File: src/shared/brake_pkg.sv
package brake_pkg;
	localparam int CLK_MHZ = 200;
	localparam int MS_US = 1000;
	localparam int MS_CYCLES_DEF = CLK_MHZ * MS_US;
	localparam int SPD_W = 16;
	localparam int DLY_W = 16;
	localparam int SEL_W = 4;
	localparam int INT_W = 4;
	localparam int ADDR_W = 8;
	localparam logic [SPD_W-1:0] STOP_SPEED_RPM = 16'h001e;
	localparam logic [DLY_W-1:0] RST_TIME_DEF = 16'h0078;
	localparam logic [DLY_W-1:0] STOP_DLY_DEF = 16'h0000;
	localparam logic [DLY_W-1:0] RUN_DLY_DEF = 16'h0032;
	localparam logic [SPD_W-1:0] CLR_SPEED_DEF = 16'h001e;
	localparam logic [SEL_W-1:0] STOP_SEL_DEF = 4'h0;
	localparam logic [ADDR_W-1:0] OFF_CTRL = 8'h00;
	localparam logic [ADDR_W-1:0] OFF_STOP_DLY = 8'h04;
	localparam logic [ADDR_W-1:0] OFF_RUN_DLY = 8'h08;
	localparam logic [ADDR_W-1:0] OFF_CLR_SPD = 8'h0c;
	localparam logic [ADDR_W-1:0] OFF_RST_TIME = 8'h10;
	localparam logic [ADDR_W-1:0] OFF_STATUS = 8'h14;
	localparam logic [ADDR_W-1:0] OFF_INT_STAT = 8'h18;
	localparam logic [ADDR_W-1:0] OFF_INT_CLR = 8'h1c;
	localparam logic [ADDR_W-1:0] OFF_INT_EN = 8'h20;
	localparam int STAT_BRAKE = 0;
	localparam int STAT_POWER = 1;
	localparam int STAT_ON = 2;
	localparam int STAT_FRESH = 3;
	localparam int STAT_RUNWAS = 4;
	localparam int STAT_ALARM = 5;
	localparam int STAT_CAUSE = 8;
	localparam int INT_BRAKE = 0;
	localparam int INT_ALARM = 1;
	localparam int INT_RESET = 2;
	localparam int INT_HELD = 3;
	typedef enum {ST_OFF, ST_ON, ST_STOP_DLY, ST_RUN_DLY, ST_ALARM} seq_state_t;
	typedef struct packed {
		logic [SPD_W-1:0] speed;
		logic releaseReq;
	} drive_in_t;
	typedef struct packed {
		logic ext;
		logic phaseLoss;
		logic underVolt;
	} alarm_src_t;
	localparam int CAUSE_W = $bits(alarm_src_t);
endpackage : brake_pkg

File: src/hdl/brake_interlock_sequencer.sv
// The implementer's own choices: the APB register port and the register addresses.
`timescale 1ns/1ps
module brake_interlock_sequencer #(
	parameter int MS_CYCLES = brake_pkg::MS_CYCLES_DEF
)
(
	// clock and reset
	input wire logic mclk,
	input wire logic sys_rst,
	// apb slave
	input wire logic psel,
	input wire logic penable,
	input wire logic pwrite,
	input wire logic [brake_pkg::ADDR_W-1:0] paddr,
	input wire logic [31:0] pwdata,
	output logic [31:0] prdata,
	output logic pready,
	output logic pslverr,
	// pins, asynchronous
	input wire logic servoOnPin,
	input wire logic alarmResetPin,
	// drive control side
	input wire brake_pkg::drive_in_t drive,
	input wire brake_pkg::alarm_src_t alarmSrc,
	// general_io_connector output and drive status
	output logic brakeReleaseOutput,
	output logic motorPower,
	output logic [brake_pkg::SEL_W-1:0] dynBrakeMode,
	output logic servoOnState,
	output logic alarmActive,
	output logic irq
);
	import brake_pkg::*;
	localparam int TW = $clog2(MS_CYCLES + 1);
	function automatic logic regHit(input logic [ADDR_W-1:0] a, input logic [ADDR_W-1:0] off);
		return a == off;
	endfunction : regHit
	seq_state_t state_r, state_nxt;
	logic [1:0] pinMeta_r, pinSync_r;
	logic servoOnPrev_r;
	logic [TW-1:0] tickCnt_r;
	logic [DLY_W-1:0] dlyCnt_r;
	logic [SEL_W-1:0] ctrl_r;
	logic [DLY_W-1:0] stopDly_r, runDly_r, rstTime_r;
	logic [SPD_W-1:0] clrSpd_r;
	logic [INT_W-1:0] intStat_r, intEn_r, intStat_nxt, evt, clrMask;
	logic [CAUSE_W-1:0] cause_r, cause_nxt;
	logic needFresh_r, wasRunning_r;
	logic brake_r, brake_nxt, power_r, onState_r, alarm_r, irq_r, dynSelAct;
	logic [SEL_W-1:0] dynMode_r;
	logic [31:0] prdata_r, rdMux, statusWord;
	logic pready_r, pslverr_r;
	logic servoOnLvl, rstAccept, alarmNow, okSpeedStop, okSpeedClr, goOn;
	logic tickWrap, stateChg, stopDone, runDone, powered, servoOnRise;
	logic apbAccess, apbDone, wrEn, mapped;
	logic selCtrl, selStop, selRun, selClr, selRst, selStat, selIStat, selIClr, selIEn;
	assign servoOnLvl = pinSync_r[0];
	assign servoOnRise = servoOnLvl && !servoOnPrev_r;
	alarm_reset_filter #(.MS_CYCLES(MS_CYCLES)) resetFilter (
		.mclk(mclk),
		.sys_rst(sys_rst),
		.levelIn(pinSync_r[1]),
		.holdMs(rstTime_r),
		.accept(rstAccept)
	);
	assign alarmNow = |alarmSrc;
	assign okSpeedStop = drive.speed <= STOP_SPEED_RPM;
	assign okSpeedClr = drive.speed <= clrSpd_r;
	assign goOn = servoOnLvl && !needFresh_r && okSpeedStop && (!wasRunning_r || okSpeedClr)
		&& !alarmNow;
	assign tickWrap = tickCnt_r == TW'(MS_CYCLES - 1);
	assign stopDone = dlyCnt_r >= stopDly_r;
	assign runDone = (dlyCnt_r >= runDly_r) || okSpeedClr;
	always_comb
	begin
		state_nxt = state_r;
		case (state_r)
			ST_OFF:
				if (alarmNow)
					state_nxt = ST_ALARM;
				else if (goOn)
					state_nxt = ST_ON;
			ST_ON:
				if (alarmNow || (!servoOnLvl && !okSpeedStop))
					state_nxt = ST_RUN_DLY;
				else if (!servoOnLvl)
					state_nxt = ST_STOP_DLY;
			ST_STOP_DLY:
				if (alarmNow)
					state_nxt = ST_RUN_DLY;
				else if (stopDone)
					state_nxt = ST_OFF;
			ST_RUN_DLY:
				if (runDone)
					state_nxt = (|cause_r || alarmNow) ? ST_ALARM : ST_OFF;
			ST_ALARM:
				if (rstAccept)
					state_nxt = ST_OFF;
			default:
				state_nxt = ST_OFF;
		endcase
	end

	assign stateChg = state_nxt != state_r;
	assign powered = (state_nxt == ST_ON) || (state_nxt == ST_STOP_DLY)
		|| (state_nxt == ST_RUN_DLY);
	// hold release during delays, follow the release request
	assign brake_nxt = ((state_nxt == ST_ON) && drive.releaseReq)
		|| ((state_nxt == ST_STOP_DLY || state_nxt == ST_RUN_DLY) && brake_r);
	// dynamic brake selection whenever not servo on
	assign dynSelAct = state_nxt != ST_ON;
	assign cause_nxt = rstAccept ? alarmSrc : (cause_r | alarmSrc);
	// delays are exact: the ms prescaler restarts with each state
	always_ff @(posedge mclk or posedge sys_rst)
	begin
		if (sys_rst)
		begin
			state_r <= ST_OFF;
			tickCnt_r <= '0;
			pinMeta_r <= '0;
			pinSync_r <= '0;
			dlyCnt_r <= '0;
		end
		else
		begin
			state_r <= state_nxt;
			// two flops on both pins before anything looks at them
			pinMeta_r <= {alarmResetPin, servoOnPin};
			pinSync_r <= pinMeta_r;
			tickCnt_r <= (stateChg || tickWrap) ? '0 : tickCnt_r + 1'b1;
			if (stateChg)
				dlyCnt_r <= '0;
			else if (tickWrap && dlyCnt_r != '1)
				dlyCnt_r <= dlyCnt_r + 1'b1;
		end
	end
	always_ff @(posedge mclk or posedge sys_rst)
	begin
		if (sys_rst)
		begin
			brake_r <= 1'b0;
			power_r <= 1'b0;
			onState_r <= 1'b0;
			dynMode_r <= '0;
			alarm_r <= 1'b0;
			cause_r <= '0;
			servoOnPrev_r <= 1'b0;
			needFresh_r <= 1'b0;
			wasRunning_r <= 1'b0;
		end
		else
		begin
			brake_r <= brake_nxt;
			power_r <= powered;
			onState_r <= state_nxt == ST_ON;
			dynMode_r <= dynSelAct ? ctrl_r : '0;
			alarm_r <= |cause_nxt;
			cause_r <= cause_nxt;
			servoOnPrev_r <= servoOnLvl;
			// fresh servo-on after reset, remember running stop
			needFresh_r <= rstAccept || (needFresh_r && servoOnLvl);
			if (state_nxt == ST_RUN_DLY)
				wasRunning_r <= 1'b1;
			else if (state_nxt == ST_ON)
				wasRunning_r <= 1'b0;
		end
	end
	// apb decode
	assign apbAccess = psel && penable;
	assign apbDone = apbAccess && pready_r;
	assign wrEn = apbDone && pwrite;
	assign selCtrl = regHit(paddr, OFF_CTRL);
	assign selStop = regHit(paddr, OFF_STOP_DLY);
	assign selRun = regHit(paddr, OFF_RUN_DLY);
	assign selClr = regHit(paddr, OFF_CLR_SPD);
	assign selRst = regHit(paddr, OFF_RST_TIME);
	assign selStat = regHit(paddr, OFF_STATUS);
	assign selIStat = regHit(paddr, OFF_INT_STAT);
	assign selIClr = regHit(paddr, OFF_INT_CLR);
	assign selIEn = regHit(paddr, OFF_INT_EN);
	assign mapped = selCtrl | selStop | selRun | selClr | selRst | selStat | selIStat
		| selIClr | selIEn;
	always_comb
	begin
		statusWord = '0;
		statusWord[STAT_BRAKE] = brake_r;
		statusWord[STAT_POWER] = power_r;
		statusWord[STAT_ON] = onState_r;
		statusWord[STAT_FRESH] = needFresh_r;
		statusWord[STAT_RUNWAS] = wasRunning_r;
		statusWord[STAT_ALARM] = state_r == ST_ALARM;
		statusWord[STAT_CAUSE +: CAUSE_W] = cause_r;
	end

	assign rdMux = selCtrl ? {{(32 - SEL_W){1'b0}}, ctrl_r}
		: selStop ? {16'h0000, stopDly_r}
		: selRun ? {16'h0000, runDly_r}
		: selClr ? {16'h0000, clrSpd_r}
		: selRst ? {16'h0000, rstTime_r}
		: selStat ? statusWord
		: selIStat ? {{(32 - INT_W){1'b0}}, intStat_r}
		: selIEn ? {{(32 - INT_W){1'b0}}, intEn_r}
		: 32'h00000000;
	// one wait state: data and error are registered on the same edge that raises pready
	always_ff @(posedge mclk or posedge sys_rst)
	begin
		if (sys_rst)
		begin
			pready_r <= 1'b0;
			pslverr_r <= 1'b0;
			prdata_r <= 32'h00000000;
			intStat_r <= '0;
			irq_r <= 1'b0;
		end
		else
		begin
			pready_r <= apbAccess && !pready_r;
			pslverr_r <= apbAccess && !pready_r && !mapped;
			if (apbAccess && !pready_r)
				prdata_r <= pwrite ? 32'h00000000 : rdMux;
			intStat_r <= intStat_nxt;
			irq_r <= |(intStat_nxt & intEn_r);
		end
	end

	always_ff @(posedge mclk or posedge sys_rst)
	begin
		if (sys_rst)
		begin
			ctrl_r <= STOP_SEL_DEF;
			stopDly_r <= STOP_DLY_DEF;
			runDly_r <= RUN_DLY_DEF;
			clrSpd_r <= CLR_SPEED_DEF;
			rstTime_r <= RST_TIME_DEF;
			intEn_r <= '0;
		end
		else if (wrEn)
		begin
			if (selCtrl)
				ctrl_r <= pwdata[SEL_W-1:0];
			if (selStop)
				stopDly_r <= pwdata[DLY_W-1:0];
			if (selRun)
				runDly_r <= pwdata[DLY_W-1:0];
			if (selClr)
				clrSpd_r <= pwdata[SPD_W-1:0];
			if (selRst)
				rstTime_r <= pwdata[DLY_W-1:0];
			if (selIEn)
				intEn_r <= pwdata[INT_W-1:0];
		end
	end
	// events; a set in the clearing cycle wins
	always_comb
	begin
		evt = '0;
		evt[INT_BRAKE] = brake_r && !brake_nxt;
		evt[INT_ALARM] = (state_nxt == ST_ALARM) && (state_r != ST_ALARM);
		evt[INT_RESET] = rstAccept;
		evt[INT_HELD] = servoOnRise && (state_r == ST_OFF) && !goOn;
	end
	assign clrMask = (wrEn && selIClr) ? pwdata[INT_W-1:0] : '0;
	assign intStat_nxt = evt | (intStat_r & ~clrMask);
	assign prdata = prdata_r;
	assign pready = pready_r;
	assign pslverr = pslverr_r;
	assign brakeReleaseOutput = brake_r;
	assign motorPower = power_r;
	assign dynBrakeMode = dynMode_r;
	assign servoOnState = onState_r;
	assign alarmActive = alarm_r;
	assign irq = irq_r;
endmodule : brake_interlock_sequencer

File: src/hdl/alarm_reset_filter.sv
`timescale 1ns/1ps
module alarm_reset_filter #(
	parameter int MS_CYCLES = brake_pkg::MS_CYCLES_DEF
)
(
	// clock and reset
	input wire logic mclk,
	input wire logic sys_rst,
	// synchronised level and its hold time in ms
	input wire logic levelIn,
	input wire logic [brake_pkg::DLY_W-1:0] holdMs,
	// one pulse per accepted assertion
	output logic accept
);
	import brake_pkg::*;
	localparam int SW = $clog2(MS_CYCLES + 1);
	logic [SW-1:0] subCnt_r;
	logic [DLY_W-1:0] msCnt_r;
	logic done_r;
	logic accept_r;
	logic msWrap;
	logic reached;
	assign msWrap = subCnt_r == SW'(MS_CYCLES - 1);
	assign reached = levelIn && !done_r && (msCnt_r >= holdMs);
	assign accept = accept_r;
	// a release restarts the count, so chatter never adds up to a reset
	always_ff @(posedge mclk or posedge sys_rst)
	begin
		if (sys_rst)
		begin
			subCnt_r <= '0;
			msCnt_r <= '0;
			done_r <= 1'b0;
			accept_r <= 1'b0;
		end
		else if (!levelIn)
		begin
			subCnt_r <= '0;
			msCnt_r <= '0;
			done_r <= 1'b0;
			accept_r <= 1'b0;
		end
		else
		begin
			accept_r <= reached;
			done_r <= done_r | reached;
			subCnt_r <= msWrap ? '0 : subCnt_r + 1'b1;
			if (msWrap && msCnt_r != '1)
				msCnt_r <= msCnt_r + 1'b1;
		end
	end
endmodule : alarm_reset_filter

File: config.mk
export PLATFORM = sky130hd
export DESIGN_NAME = brake_interlock_sequencer
export DESIGN_NICKNAME = d
export VERILOG_FILES = /design/src/shared/brake_pkg.sv /design/src/hdl/brake_interlock_sequencer.sv /design/src/hdl/alarm_reset_filter.sv
export SDC_FILE = /design/constraint.sdc
export NUM_CORES = 1
export LEC_CHECK = 0
export BUFFER_PORTS_ARGS = -buffer_cell sky130_fd_sc_hd__buf_2
export CAP_MARGIN = 15
export CORE_ASPECT_RATIO = 0.8
export CORE_MARGIN = 5
export CORE_UTILIZATION = 60
export DETAILED_ROUTE_END_ITERATION = 10
export HOLD_SLACK_MARGIN = 0.05
export MAX_ROUTING_LAYER = met4
export PLACE_DENSITY_LB_ADDON = 0.2
export SETUP_SLACK_MARGIN = 0.05
export SYNTH_ARGS = -nofsm -noshare
export SYNTH_HDL_FRONTEND = slang
export SYNTH_SLANG_ARGS = --single-unit
File: constraint.sdc
create_clock -name mclk -period 8.01 [get_ports mclk]
set_input_delay 1.602 -clock mclk [delete_from_list [all_inputs] [get_ports mclk]]
set_output_delay 1.602 -clock mclk [all_outputs]
set_load 0.01 [all_outputs]
After elaboration in Yosys (flattened, before gate mapping)
Cells that the tools add are included.
W data, S select, Z words.
{"block": "op_classes", "muxes": 33, "reduce_logical": 59, "add_sub_neg": 4, "bitwise": 14, "magnitude_cmp": 5, "n_eq_ne": 25}
{"operator": "$mux W32", "n": 8}
{"operator": "$mux W16", "n": 10}
{"operator": "$pmux W32 S5", "n": 1}
{"operator": "$eq A32 B2 Y1 const B", "n": 3}
{"operator": "$eq A32 B3 Y1 const B", "n": 3}
{"operator": "$eq A32 B4 Y1 const B", "n": 2}
{"operator": "$logic_not A32 Y1", "n": 2}
{"operator": "$mux W18", "n": 3}
{"operator": "$ge A16 B16 Y1", "n": 3}
{"operator": "$add A18 B1 Y18 const B", "n": 2}
{"operator": "$eq A18 B18 Y1 const B", "n": 2}
{"operator": "$add A16 B1 Y16 const B", "n": 2}
{"operator": "$eq A32 B1 Y1 const B", "n": 1}
{"operator": "$eq A8 B5 Y1 const B", "n": 4}
{"operator": "$ne A16 B16 Y1 const B", "n": 2}
{"operator": "$ne A32 B2 Y1 const B", "n": 1}
{"operator": "$ne A32 B32 Y1", "n": 1}
{"operator": "$ne A32 B4 Y1 const B", "n": 1}
{"operator": "$logic_and A1 B1 Y1", "n": 23}
{"operator": "$eq A8 B4 Y1 const B", "n": 2}
{"operator": "$le A16 B16 Y1", "n": 1}
{"operator": "$le A16 B5 Y1 const B", "n": 1}
{"operator": "$mux W4", "n": 4}
{"operator": "$reduce_and A2 Y1", "n": 6}
{"operator": "other kinds (17)", "n": 52}
{"block": "word_totals", "out_inout_bits": 43, "reg_bits": 231, "wordCells": 169, "in_bits": 67}

Longest topological paths before layout
Gate-level depths: netlist of run 1.
{"block": "depth", "word_depth": 17, "depth_mapped": 12, "mapped_depth_nobuf": 11}

Modules after synthesis
From an unflattened synthesis of run 1, not the netlist that was laid out.
{"block": "unflattened", "cells_unflattened": 1079, "hier_area_um2": 11200.7}
{"module": "brake_interlock_sequencer", "area_per_inst_um2": 8893.5, "seq_area_each_um2": 4493.1, "cells_per_inst": 826, "instances": 1}
{"module": "alarm_reset_filter", "area_per_inst_um2": 2307.2, "seq_area_each_um2": 900.9, "cells_per_inst": 253, "instances": 1}

Worst setup path before layout of run 1
OpenSTA, ideal clock, no wires.
{"block": "synth_path", "path_type": "input to register", "startpoint": "in drive[8] (netlist name)", "endpoint": "reg tickCnt_r[11]", "path_stages": 9, "t_arrival_ns": 3.541, "setup_ns": 0.123, "setup_slack_ns": 4.346, "path_buffers": 2, "required_ns": 7.887, "path_cell_list": "or4_1 -> nor2_1 -> nand3_1 -> o311a_1 -> a211oi_2 -> or2_1 -> buf_6 -> buf_8 -> nor2_4"}
{"block": "synth_via", "elab_chain_cells": 10, "word_cells_on_any_way": 18, "classes_between": "order compare: 2; eq/ne: 1; mux: 6; reduce/logical: 9"}
{"element": "from (decl)", "line": "brake_interlock_sequencer.sv:23", "source": "input wire brake_pkg::drive_in_t drive,"}
{"element": "$le A16 B5 Y1 or $le A16 B16 Y1 (tied branches)", "line": "brake_interlock_sequencer.sv:67, brake_interlock_sequencer.sv:68"}
{"element": "$logic_and A1 B1 Y1 or $logic_or A1 B1 Y1 (tied branches)", "line": "brake_interlock_sequencer.sv:69", "source": "assign goOn = servoOnLvl && !needFresh_r && okSpeedStop && (!wasRunning_r || okSpeedClr)"}
{"element": "$logic_and A1 B1 Y1", "line": "brake_interlock_sequencer.sv:69"}
{"element": "$logic_and A1 B1 Y1", "line": "brake_interlock_sequencer.sv:70", "source": "&& !alarmNow;"}
{"element": "$mux W32", "line": "brake_interlock_sequencer.sv:81", "source": "else if (goOn)"}
{"element": "$mux W32", "line": "brake_interlock_sequencer.sv:79", "source": "if (alarmNow)"}
{"element": "$pmux W32 S5 *", "line": "brake_interlock_sequencer.sv:77", "source": "case (state_r)"}
{"element": "$ne A32 B32 Y1 *", "line": "brake_interlock_sequencer.sv:104", "source": "assign stateChg = state_nxt != state_r;"}
{"element": "$logic_or A1 B1 Y1 *", "line": "brake_interlock_sequencer.sv:130", "source": "tickCnt_r <= (stateChg || tickWrap) ? '0 : tickCnt_r + 1'b1;"}
{"element": "$mux W18 *", "line": "brake_interlock_sequencer.sv:130"}
{"element": "to (signal assigned)", "line": "brake_interlock_sequencer.sv:130"}
{"element": "to (decl)", "line": "brake_interlock_sequencer.sv:41", "source": "logic [TW-1:0] tickCnt_r;"}
Every way passes the cells marked *; elsewhere a longest branch is shown, timed or not.
A chain may end at the register's enable or synchronous reset.

Worst setup path in the final report of run 1
{"block": "layout_path", "startpoint": "in drive[15] (netlist name)", "endpoint": "reg tickCnt_r[8]"}
Same word-level chain as after synthesis.

==> impl_metrics.json, run 1 <==
{
  "multi_input_comb_area_um2": 5300,
  "final_area_um2": 12500,
  "htreeDepth": 1,
  "drv_cap": 0,
  "antenna_left": 0,
  "wl_per_cell_um": 18.2,
  "rows": 44,
  "slowest_stage": "or2_1",
  "io_buffers": 77,
  "path_cells": "buf_2, ha_1, nand4_1, nor2_1, a221oi_1, a31oi_2, a211oi_2, buf_4, or2_1, nor2_1",
  "setup_viol": 0,
  "grt_pass1_wl_mm": 42.2,
  "seqCellArea_um2": 5390,
  "cp_max_fo": 18,
  "insertion_delay_ps": 500,
  "yosys_most_used_dff": "dfrtp_1",
  "synth_edf_count": 0,
  "antenna_found_initial": 1,
  "syn_to_final_growth_pct": 12.7,
  "ys_types": 68,
  "ir_drop_v": 0.000107,
  "ys_seq_area_share_pct": 48.6,
  "syn_area_um2": 11100,
  "crit_type": "in -> reg",
  "worst_setup_path_start_kind": "primary input",
  "finalWirelength_mm": 25.7,
  "timing.setup.tns_ps": 0,
  "cp.arrival_ps": 4480,
  "cts_hold_buf": 0,
  "cts_root_buffer": "clkbuf_16",
  "syn_avg_cell_area_um2": 10.4,
  "clockBufferDepth": 3,
  "switching_share_pct": 21.3,
  "synth_seq_cells": 215,
  "crit_top_cell": "nor2_1",
  "leakagePower_nw": 5.88,
  "via_count": 8208,
  "drc_errors": 0,
  "required_ps": 8350,
  "vias_per_cell": 5.81,
  "p_int_mw": 1.82,
  "yosys.area.top_type": "dfrtp_1",
  "yosysTopAreaCellShare_pct": 46.0,
  "p_switching_uw": 494,
  "cts_tree": "yes",
  "drive_gt1_share_pct": 17.7,
  "rsz0062_at_grt": "no",
  "numCtsBuffers": 22,
  "dpl_cell_area_um2": 11700,
  "placed_cells": 1373,
  "min_period_ps": 4130,
  "ios": 110,
  "drt-pass1-iter-count": 7,
  "fin_cells": 1413,
  "slew_headroom_pct": 26.4,
  "die_w_um": 162,
  "clock_skew_ps": 8.19,
  "fmax_ghz": 0.242,
  "async_flop_share_pct": 100,
  "p_clk_share_pct": 48.1,
  "end_kind": "flop",
  "die-area_um2": 21300,
  "n_antenna_cell": 0,
  "clock-sinks": 215,
  "grt_pass1_vias": 8174,
  "place_congestion": 0.899,
  "worstMarginPinSlew_ps": 1100,
  "fin_nets": 1302,
  "cpPeakStageDelay_ps": 870,
  "clk_pin_slew_ps": 60,
  "place_hpwl_mm": 18.5,
  "grt_max_degree": 140,
  "hold_class": "reg -> reg",
  "n_fill_cell": 1410,
  "yosysWarnings": 0,
  "overflow": 0,
  "final_common_cell": "dfrtp_1",
  "die_y_um": 132,
  "netlist_top_cells_area": "dfrtp_1, ha_1, mux2_2, nand2_1, inv_1",
  "timing.final.crit_share_pct": 51.6,
  "detail_route.iter0.violations": 520,
  "pwr-share-seq_pct": 48.0,
  "grt_usage_pct": 25.0,
  "coreArea_um2": 18200,
  "powerDensity_nw_per_um2": 185,
  "cts-resized-gates": 0,
  "start_util_pct": 61.1,
  "synthCells": 1068,
  "pwr-share-comb_pct": 4.0,
  "status": "finished, final reports clean",
  "postCtsSetupBuffers": 0,
  "drv_slew": 0,
  "most-common-layout-cells": "dfrtp_1, nand2_1, inv_1",
  "hold_viol": 0
}
-- stage by stage --
stage / worst slack, ps / utilization [%] / hold slack (ps) / power, mW
after detailed placement: 3350 / 64.5 / 335 / 1.22
after floorplan: 547 / - / 331 / 1.19
after global placement: 3390 / 64.5 / 332 / 1.22
final: 3880 / 68.9 / 351 / 2.32
after global routing: 3670 / 68.9 / 352 / 2.39
after CTS: 3860 / 68.9 / 349 / 2.33
-- Yosys cell counts (8+ instances only) --
library cell  instances
nor2_1               75
xnor2_1              25
and3_1               17
mux2i_1              17
nor4_1                9
dfstp_2              11
a21oi_1              33
o21ai_0              51
nor2b_1              12
buf_4                17
nand4_1              25
nor2_4                8
or3_1                11
inv_1                83
dfrtp_1             204
a221oi_1             12
clkbuf_1             25
nand2_1              86
nand3_1              37
xor2_1               30
a21o_1               14
mux2_2               57
nor3_1               20
ha_1                 68
and2_1               16
-- power by group through the flow --
stage	combinational (mW)	clock, mW	sequential (mW)
final	0.0917	1.11	1.11
after global routing	0.104	1.18	1.11
after CTS	0.0924	1.13	1.11
after detailed placement	0.0920	0	1.13
after global placement	0.0897	0	1.13
after floorplan	0.0587	0	1.13
-- layer usage --
layer | part of all wire [%] | up-vias | global-route usage (%)
li1 | - | 3896 | -
met1 | 43 | 3969 | 32.9
met2 | 46 | 282 | 39.2
met3 | 7.4 | 61 | 5.79
met4 | 3.2 | 0 | 7.33
met5 | 0 | - | -
-- cells by family after synthesis --
group	Yosys count	synth area share (%)
AND/OR/NAND/NOR	352	16.5
flip-flops	215	48.6
AO/OA/AOI/OAI	171	10.4
buffers and inverters	132	5.22
multiplexers	74	7.31
adder cells (fa/ha/maj)	68	7.66
XOR/XNOR	55	4.34
other	1	0.0338
-- registers in the layout, indices dropped and copies added (netlist names), 2 cells and up --
register,flops
intEn_r,4
cause_r,3
runDly_r,16
dlyCnt_r,16
intStat_r,4
tickCnt_r,18
dynBrakeMode,4
pinSync_r,2
prdata,16
resetFilter.msCnt_r,16
stopDly_r,16
pinMeta_r,2
clrSpd_r,16
state_r,32
rstTime_r,16
ctrl_r,4
resetFilter.subCnt_r,18
-- critical path, delay by kind of cell --
kind | cells | cell delay, ps
AO/OA/AOI/OAI | 3 | 890
adder cells (fa/ha/maj) | 1 | 340
buffers and inverters | 2 | 400
AND/OR/NAND/NOR | 4 | 1230
-- final timing paths --
| check | slack (ps) | end | cells after the start | start |
|---|---|---|---|---|
| worst max-delay path | 3880 | tickCnt_r[8] | 10 | drive[15] |
| worst min register to register | 350 | pinSync_r[1] | 0 | pinMeta_r[1] |
| max in group asynchronous | 5210 | state_r[13] | 3 | sys_rst |
| worst max register to register | 4230 | tickCnt_r[8] | 11 | dlyCnt_r[0] |
| min in group asynchronous | 1310 | prdata[15] | 2 | sys_rst |
| worst min-delay path | 350 | pinSync_r[1] | 0 | pinMeta_r[1] |
-- area by class of cell --
cell class	count	share of cell area [%]
clock buffers	33	5.54
flip-flops and latches	215	43.1
repair buffers	80	3.26
multi-input cells	765	42.4
clock inverters	7	0.880
well taps	230	2.30
inverters	83	2.55
No activity file was read; power rests on OpenSTA's default activity.
==> run 2: changes to the inputs <==
--- a/config.mk
+++ b/config.mk
@@ -5,11 +5,12 @@
 export SDC_FILE = /design/constraint.sdc
 export NUM_CORES = 1
 export LEC_CHECK = 0
+export ABC_AREA = 1
 export BUFFER_PORTS_ARGS = -buffer_cell sky130_fd_sc_hd__buf_2
 export CAP_MARGIN = 15
 export CORE_ASPECT_RATIO = 0.8
 export CORE_MARGIN = 5
-export CORE_UTILIZATION = 60
+export CORE_UTILIZATION = 54
 export DETAILED_ROUTE_END_ITERATION = 10
 export HOLD_SLACK_MARGIN = 0.05
 export MAX_ROUTING_LAYER = met4
==> constraint.sdc (replaced) <==
create_clock -name mclk -period 3.51 [get_ports mclk]
set_input_delay 0.702 -clock mclk [delete_from_list [all_inputs] [get_ports mclk]]
set_output_delay 0.702 -clock mclk [all_outputs]
set_load 0.01 [all_outputs]
==> run 2 against run 1 <==
Via count increased by 18%. Global-route usage decreased by 0.71 points. Clock skew increased by 0.87 ps. Largest power group unchanged. Critical endpoint is now tickCnt_r[6]. Die area increased by 16%. Flip-flop and latch count unchanged.
==> impl_metrics.json, run 2 <==
{
  "path_cells": "inv_1, ha_1, nand2_1, nand3_1, nand2_1, nand2_1, nand2_1, nand2_1, a21oi_1, nand2_1, inv_1, nand2_1, nand3_4, nand2_4, nor3b_1",
  "critical-path-top-delay-family": "simple AND/OR/NAND/NOR gates",
  "antenna_found_initial": 0,
  "place_hpwl_mm": 22.2,
  "cts_hold_buf": 0,
  "io_buffers": 77,
  "synthCells": 1425,
  "syn_to_final_growth_pct": 13.8,
  "yosysMostFrequentCell": "nand2_1",
  "cts_root_buffer": "clkbuf_16",
  "yosysWarnings": 0,
  "grt_max_degree": 73,
  "r2r_cells": 15,
  "largest-register": "state_r",
  "timing.final.crit_share_pct": 82.4,
  "die_y_um": 142,
  "clock-sinks": 215,
  "cp.arrival_ps": 3310,
  "drv_slew": 0,
  "final_util_pct": 62.0,
  "grt_usage_pct": 24.3,
  "final_common_cell": "nand2_1",
  "drc_errors": 0,
  "crit_top_cell": "nand2_1",
  "vias_per_cell": 5.29,
  "synth_edf_count": 0,
  "top_regs": "state_r x32, resetFilter.subCnt_r x18, tickCnt_r x18",
  "async_flop_share_pct": 100,
  "ios": 110,
  "wl_per_cell_um": 15.7,
  "ys_types": 59,
  "ys_seq_area_share_pct": 46.2,
  "finalWirelength_mm": 28.8,
  "overflow": 0,
  "netlist_top_cells_area": "dfrtp_1, nand2_1, ha_1, inv_1, o21ai_0",
  "r2r_slack_ps": 620,
  "rsz0062_at_grt": "no",
  "drive_gt1_share_pct": 12.9,
  "clockBufferDepth": 3,
  "yosys_most_used_dff": "dfrtp_1",
  "htreeDepth": 1,
  "crit_type": "reg -> reg",
  "yosys.area.top_type": "dfrtp_1",
  "hold_viol": 0,
  "r2r-start": "runDly_r[1]",
  "synth_seq_cells": 215,
  "cp_max_fo": 18,
  "ir_drop_v": 0.000401,
  "powerDensity_nw_per_um2": 399,
  "worst_setup_path_start_kind": "flop",
  "required_ps": 3930,
  "via_count": 9710,
  "fin_nets": 1682,
  "die-area_um2": 24700,
  "leakagePower_nw": 6.44,
  "detail_route.iter0.violations": 838,
  "cts-resized-gates": 0,
  "timing.setup.tns_ps": 0,
  "drt-pass1-iter-count": 5,
  "start_util_pct": 54.5,
  "setup_viol": 0,
  "antenna_left": 0,
  "cts_tree": "yes",
  "drv_cap": 0,
  "numCtsBuffers": 22,
  "rows": 48,
  "place_congestion": 0.945,
  "most-common-layout-cells": "nand2_1, dfrtp_1, inv_1",
  "yosysTopAreaCellShare_pct": 43.7,
  "r2r_end": "tickCnt_r[6]",
  "cp_num_buf_inv": 2,
  "synth_common_cells": "nand2_1, dfrtp_1, inv_1, o21ai_0, nor2_1",
  "power_mw": 5.30,
  "cpPeakStageDelay_ps": 530,
  "coreArea_um2": 21400,
  "clock_skew_ps": 9.07,
  "slowest_stage": "dfstp_2",
  "worstMarginPinSlew_ps": 965,
  "min_period_ps": 2890,
  "hold_class": "in -> async",
  "slew_headroom_pct": 35.0,
  "insertion_delay_ps": 510,
  "grt_pass1_vias": 9441,
  "n_fill_cell": 1939,
  "grt_pass1_wl_mm": 47.4,
  "die_w_um": 174,
  "end_kind": "flop",
  "n_antenna_cell": 0,
  "syn_area_um2": 11700,
  "clk_pin_slew_ps": 60,
  "fmax_ghz": 0.346,
  "status": "finished, final reports clean",
  "largest_reg_flops": 32,
  "syn_avg_cell_area_um2": 8.20,
  "postCtsSetupBuffers": 0
}
## run 2: cell types whose count changed after synthesis, sizes merged, moves of 25 or more
cell   delta
nor2     +46
a21oi    +30
nand3    +39
nor3     +26
xor2     -25
nand2   +222
o21ai    +94
inv     +133
mux2     -57
## run 2: kinds of logic (layout without fill, tap and decap cells)
kind of cell,Yosys count,count (layout),synth area share (%)
compound gates,255,255,12.0
other cells,1,45,0.0321
buf+inv,257,350,8.92
fa+ha+maj,68,68,7.29
simple gates,619,619,24.8
mux,1,1,0.0857
flops,215,215,46.2
xor+xnor,9,9,0.675
## run 2: layout make-up
type | instances | area [µm²] | share of cell area [%]
multi-input combinational | 997 | 5410 | 40.7
clock inverter | 6 | 111 | 0.838
sequential | 215 | 5390 | 40.6
timing repair buffer | 93 | 543 | 4.09
tap | 275 | 344 | 2.59
inverter | 218 | 822 | 6.19
clock buffer | 33 | 663 | 4.99
## run 2: power by group
group	total, mW	internal, mW	switching [mW]
Clock	2.50	1.53	0.970
Sequential	2.54	2.52	0.0216
Combinational	0.263	0.0771	0.186
Total	5.30	4.12	1.18
## run 2: worst max-delay path by stage
stage,from,to,slack (ps),depth (start not counted)
final,runDly_r[1],tickCnt_r[6],620,15
after CTS,runDly_r[1],tickCnt_r[6],590,15
after global placement,drive[16],tickCnt_r[12],560,14
after detailed placement,drive[16],tickCnt_r[6],500,14
after floorplan,sys_rst,alarmActive,20,1
after global routing,runDly_r[1],tickCnt_r[6],430,15
## run 2: layer usage
layer  share of wire [%]  track usage (%)
met5                   0                -
met4                 2.3             5.79
met3                 6.6             3.97
met2                  44             36.7
met1                  47             34.8
## run 2: worst register-to-register path, stage by stage (launching register included)
cell     delay [ps]
dfstp_2         530
inv_1            60
ha_1            290
nand2_1          70
nand3_1          90
nand2_1          70
nand2_1          70
nand2_1          70
nand2_1          60
a21oi_1         350
nand2_1         190
inv_1           100
nand2_1         130
nand3_4         280
nand2_4         200
nor3b_1         230
## run 2: through the flow
step                cell area [µm²]  hold WS, ps  setup WS, ps  instances
detailed placement            12500          336           505       1798
global placement              12500          332           560       1798
CTS                           13300          159           589       1837
floorplan                     11800          331          18.8       1469
finish                        13300          166           618       1837
global route                  13300          190           431       1837
==> run 3: changes to the inputs <==
--- a/config.mk
+++ b/config.mk
@@ -5,12 +5,12 @@
 export SDC_FILE = /design/constraint.sdc
 export NUM_CORES = 1
 export LEC_CHECK = 0
-export ABC_AREA = 1
+export ABC_AREA = 0
 export BUFFER_PORTS_ARGS = -buffer_cell sky130_fd_sc_hd__buf_2
 export CAP_MARGIN = 15
 export CORE_ASPECT_RATIO = 0.8
 export CORE_MARGIN = 5
-export CORE_UTILIZATION = 54
+export CORE_UTILIZATION = 60
 export DETAILED_ROUTE_END_ITERATION = 10
 export HOLD_SLACK_MARGIN = 0.05
 export MAX_ROUTING_LAYER = met4
==> constraint.sdc (replaced) <==
create_clock -name mclk -period 2.7 [get_ports mclk]
set_input_delay 0.54 -clock mclk [delete_from_list [all_inputs] [get_ports mclk]]
set_output_delay 0.54 -clock mclk [all_outputs]
set_load 0.01 [all_outputs]
==> run 3 against run 2 <==
Worst hold slack worse by 25 ps. Power is 23% higher. Sequential share of layout area is 0.28 points lower. Clock power is 16% higher. Cell count is 19% lower. Global-route usage is 2.0 points higher. Critical path depth is 5 lower. Setup slack worse by 610 ps. Non-clock buffer count is 69 higher. Critical path type unchanged. Critical endpoint is now irq. Highest routed layer unchanged.
==> impl_metrics.json, run 3 (synthesized netlist as in run 1, its figures left out) <==
{
  "status": "finished, final reports clean",
  "worstMarginPinSlew_ps": 671,
  "final_area_um2": 13400,
  "vias_per_cell": 5.76,
  "clock_skew_ps": 12.9,
  "timing.final.crit_share_pct": 99.9,
  "coreArea_um2": 18200,
  "clock-sinks": 215,
  "dpl_cell_area_um2": 12200,
  "cpPeakStageDelay_ps": 540,
  "final_common_cell": "dfrtp_1",
  "hold_class": "in -> reg",
  "die_w_um": 162,
  "setup_viol": 0,
  "whs_ps": 141,
  "most-common-layout-cells": "dfrtp_1, nand2_1, buf_2",
  "end_kind": "flop",
  "ios": 110,
  "drc_errors": 0,
  "largest-register": "state_r",
  "numCtsBuffers": 22,
  "insertion_delay_ps": 500,
  "start_util_pct": 61.1,
  "fmax_ghz": 0.371,
  "fin_nets": 1384,
  "rows": 44,
  "htreeDepth": 1,
  "rsz0062_at_grt": "yes",
  "pwr-share-comb_pct": 4.8,
  "cp_max_fo": 4,
  "cts_hold_buf": 0,
  "n_antenna_cell": 0,
  "slew_headroom_pct": 54.9,
  "cts_root_buffer": "clkbuf_16",
  "via_count": 8604,
  "die-area_um2": 21300,
  "required_ps": 3080,
  "place_hpwl_mm": 20.1,
  "pwr-share-seq_pct": 50.7,
  "drt-pass1-iter-count": 5,
  "detail_route.iter0.violations": 699,
  "placed_cells": 1437,
  "drive_gt1_share_pct": 26.3,
  "clk_pin_slew_ps": 70,
  "leakagePower_nw": 6.26,
  "wl_per_cell_um": 18.6,
  "antenna_left": 0,
  "overflow": 0,
  "fin_cells": 1494,
  "grt_max_degree": 90,
  "place_ws_ps": -259,
  "crit_type": "reg -> reg",
  "p_switching_mw": 1.46,
  "cts_tree": "yes",
  "place_congestion": 0.942,
  "grt_pass1_wl_mm": 43.9,
  "ir_drop_v": 0.000515,
  "drv_cap": 0,
  "final_util_pct": 73.7,
  "grt_pass1_vias": 8492,
  "antenna_found_initial": 0,
  "finalWirelength_mm": 27.8,
  "n_fill_cell": 1299,
  "grt_usage_pct": 26.3,
  "die_y_um": 132,
  "cp.arrival_ps": 3080,
  "syn_to_final_growth_pct": 20.5,
  "setup_ws_ps": 3.33,
  "hold_viol": 0,
  "switching_share_pct": 22.5,
  "powerDensity_nw_per_um2": 485,
  "top_regs": "state_r x32, resetFilter.subCnt_r x18, tickCnt_r x18",
  "min_period_ps": 2700,
  "p_clk_share_pct": 44.5,
  "slowest_stage": "dfstp_2",
  "drv_slew": 0,
  "largest_reg_flops": 32,
  "path_cells": "inv_2, ha_4, nor2b_1, o211ai_1, a2111o_1, a31oi_4, nand4_1, a31o_2, and2_4, a211o_1",
  "worst_setup_path_start_kind": "flop",
  "io_buffers": 77,
  "clockBufferDepth": 3,
  "p_int_mw": 5.03
}
## run 3: cell count changes in the layout (fill, tap and decap cells not counted), moves of 52 or more
cell / delta
buf_4: +60
inv_1: -130
mux2_2: +57
nand2_1: -219
nor2_1: -52
o21ai_0: -91
## run 3: path summary, 6_finish.rpt
kind	startpoint	cells past startpoint	slack, ps	endpoint
min in group asynchronous	sys_rst	3	190	rstTime_r[13]
hold reg to reg	pinMeta_r[1]	0	350	pinSync_r[1]
setup reg to reg	clrSpd_r[1]	10	3	irq
hold / removal	servoOnPin	1	140	pinMeta_r[0]
max in group asynchronous	sys_rst	3	2090	state_r[22]
setup / recovery	clrSpd_r[1]	10	3	irq
## run 3: power groups by stage
stage,registers (mW),logic [mW],clock network [mW]
after floorplan,3.34,0.175,0
after global placement,3.35,0.290,0
after detailed placement,3.35,0.295,0
after CTS,3.29,0.302,2.92
after global routing,3.30,0.347,3.05
final,3.29,0.310,2.89
## run 3: final cells by class
cell class	count	area, µm²	share of cell area (%)
Timing Repair Buffer	162	1120	8.34
Tap cell	230	288	2.15
Clock buffer	31	606	4.52
Clock inverter	8	65.1	0.486
Inverter	83	315	2.36
Multi-Input combinational cell	765	5600	41.8
Sequential cell	215	5400	40.3
## run 3: per-layer routing
metal | track usage [%] | vias up | part of all wire, %
met1 | 36.3 | 4239 | 44
met2 | 40.5 | 265 | 47
met3 | 4.98 | 55 | 6.8
li1 | - | 4045 | -
met5 | - | - | 0
met4 | 6.81 | 0 | 3.0
## run 3: what timing repair did
action	in CTS	in global routing
pin swaps	40	12
setup endpoints to repair	46	45
buffers inserted	8	15
gates cloned	1	0
resized for setup	42	40
## run 3: critical path: cells and delay by family (launching register included)
family	cells	cell delay, ps
adders and majority gates	1	250
DFF	1	540
buffers and inverters	1	50
AOI/OAI and AO/OA	5	1320
and+or+nand+nor	3	410
## run 3: metrics by stage
stage          power, mW  setup TNS [ps]
2_1_floorplan       3.52         -128350
3_3_place_gp        3.64           -5250
3_5_place_dp        3.65           -5890
4_1_cts             6.52           -9.92
5_1_grt             6.69           -1120
6_report            6.49               0
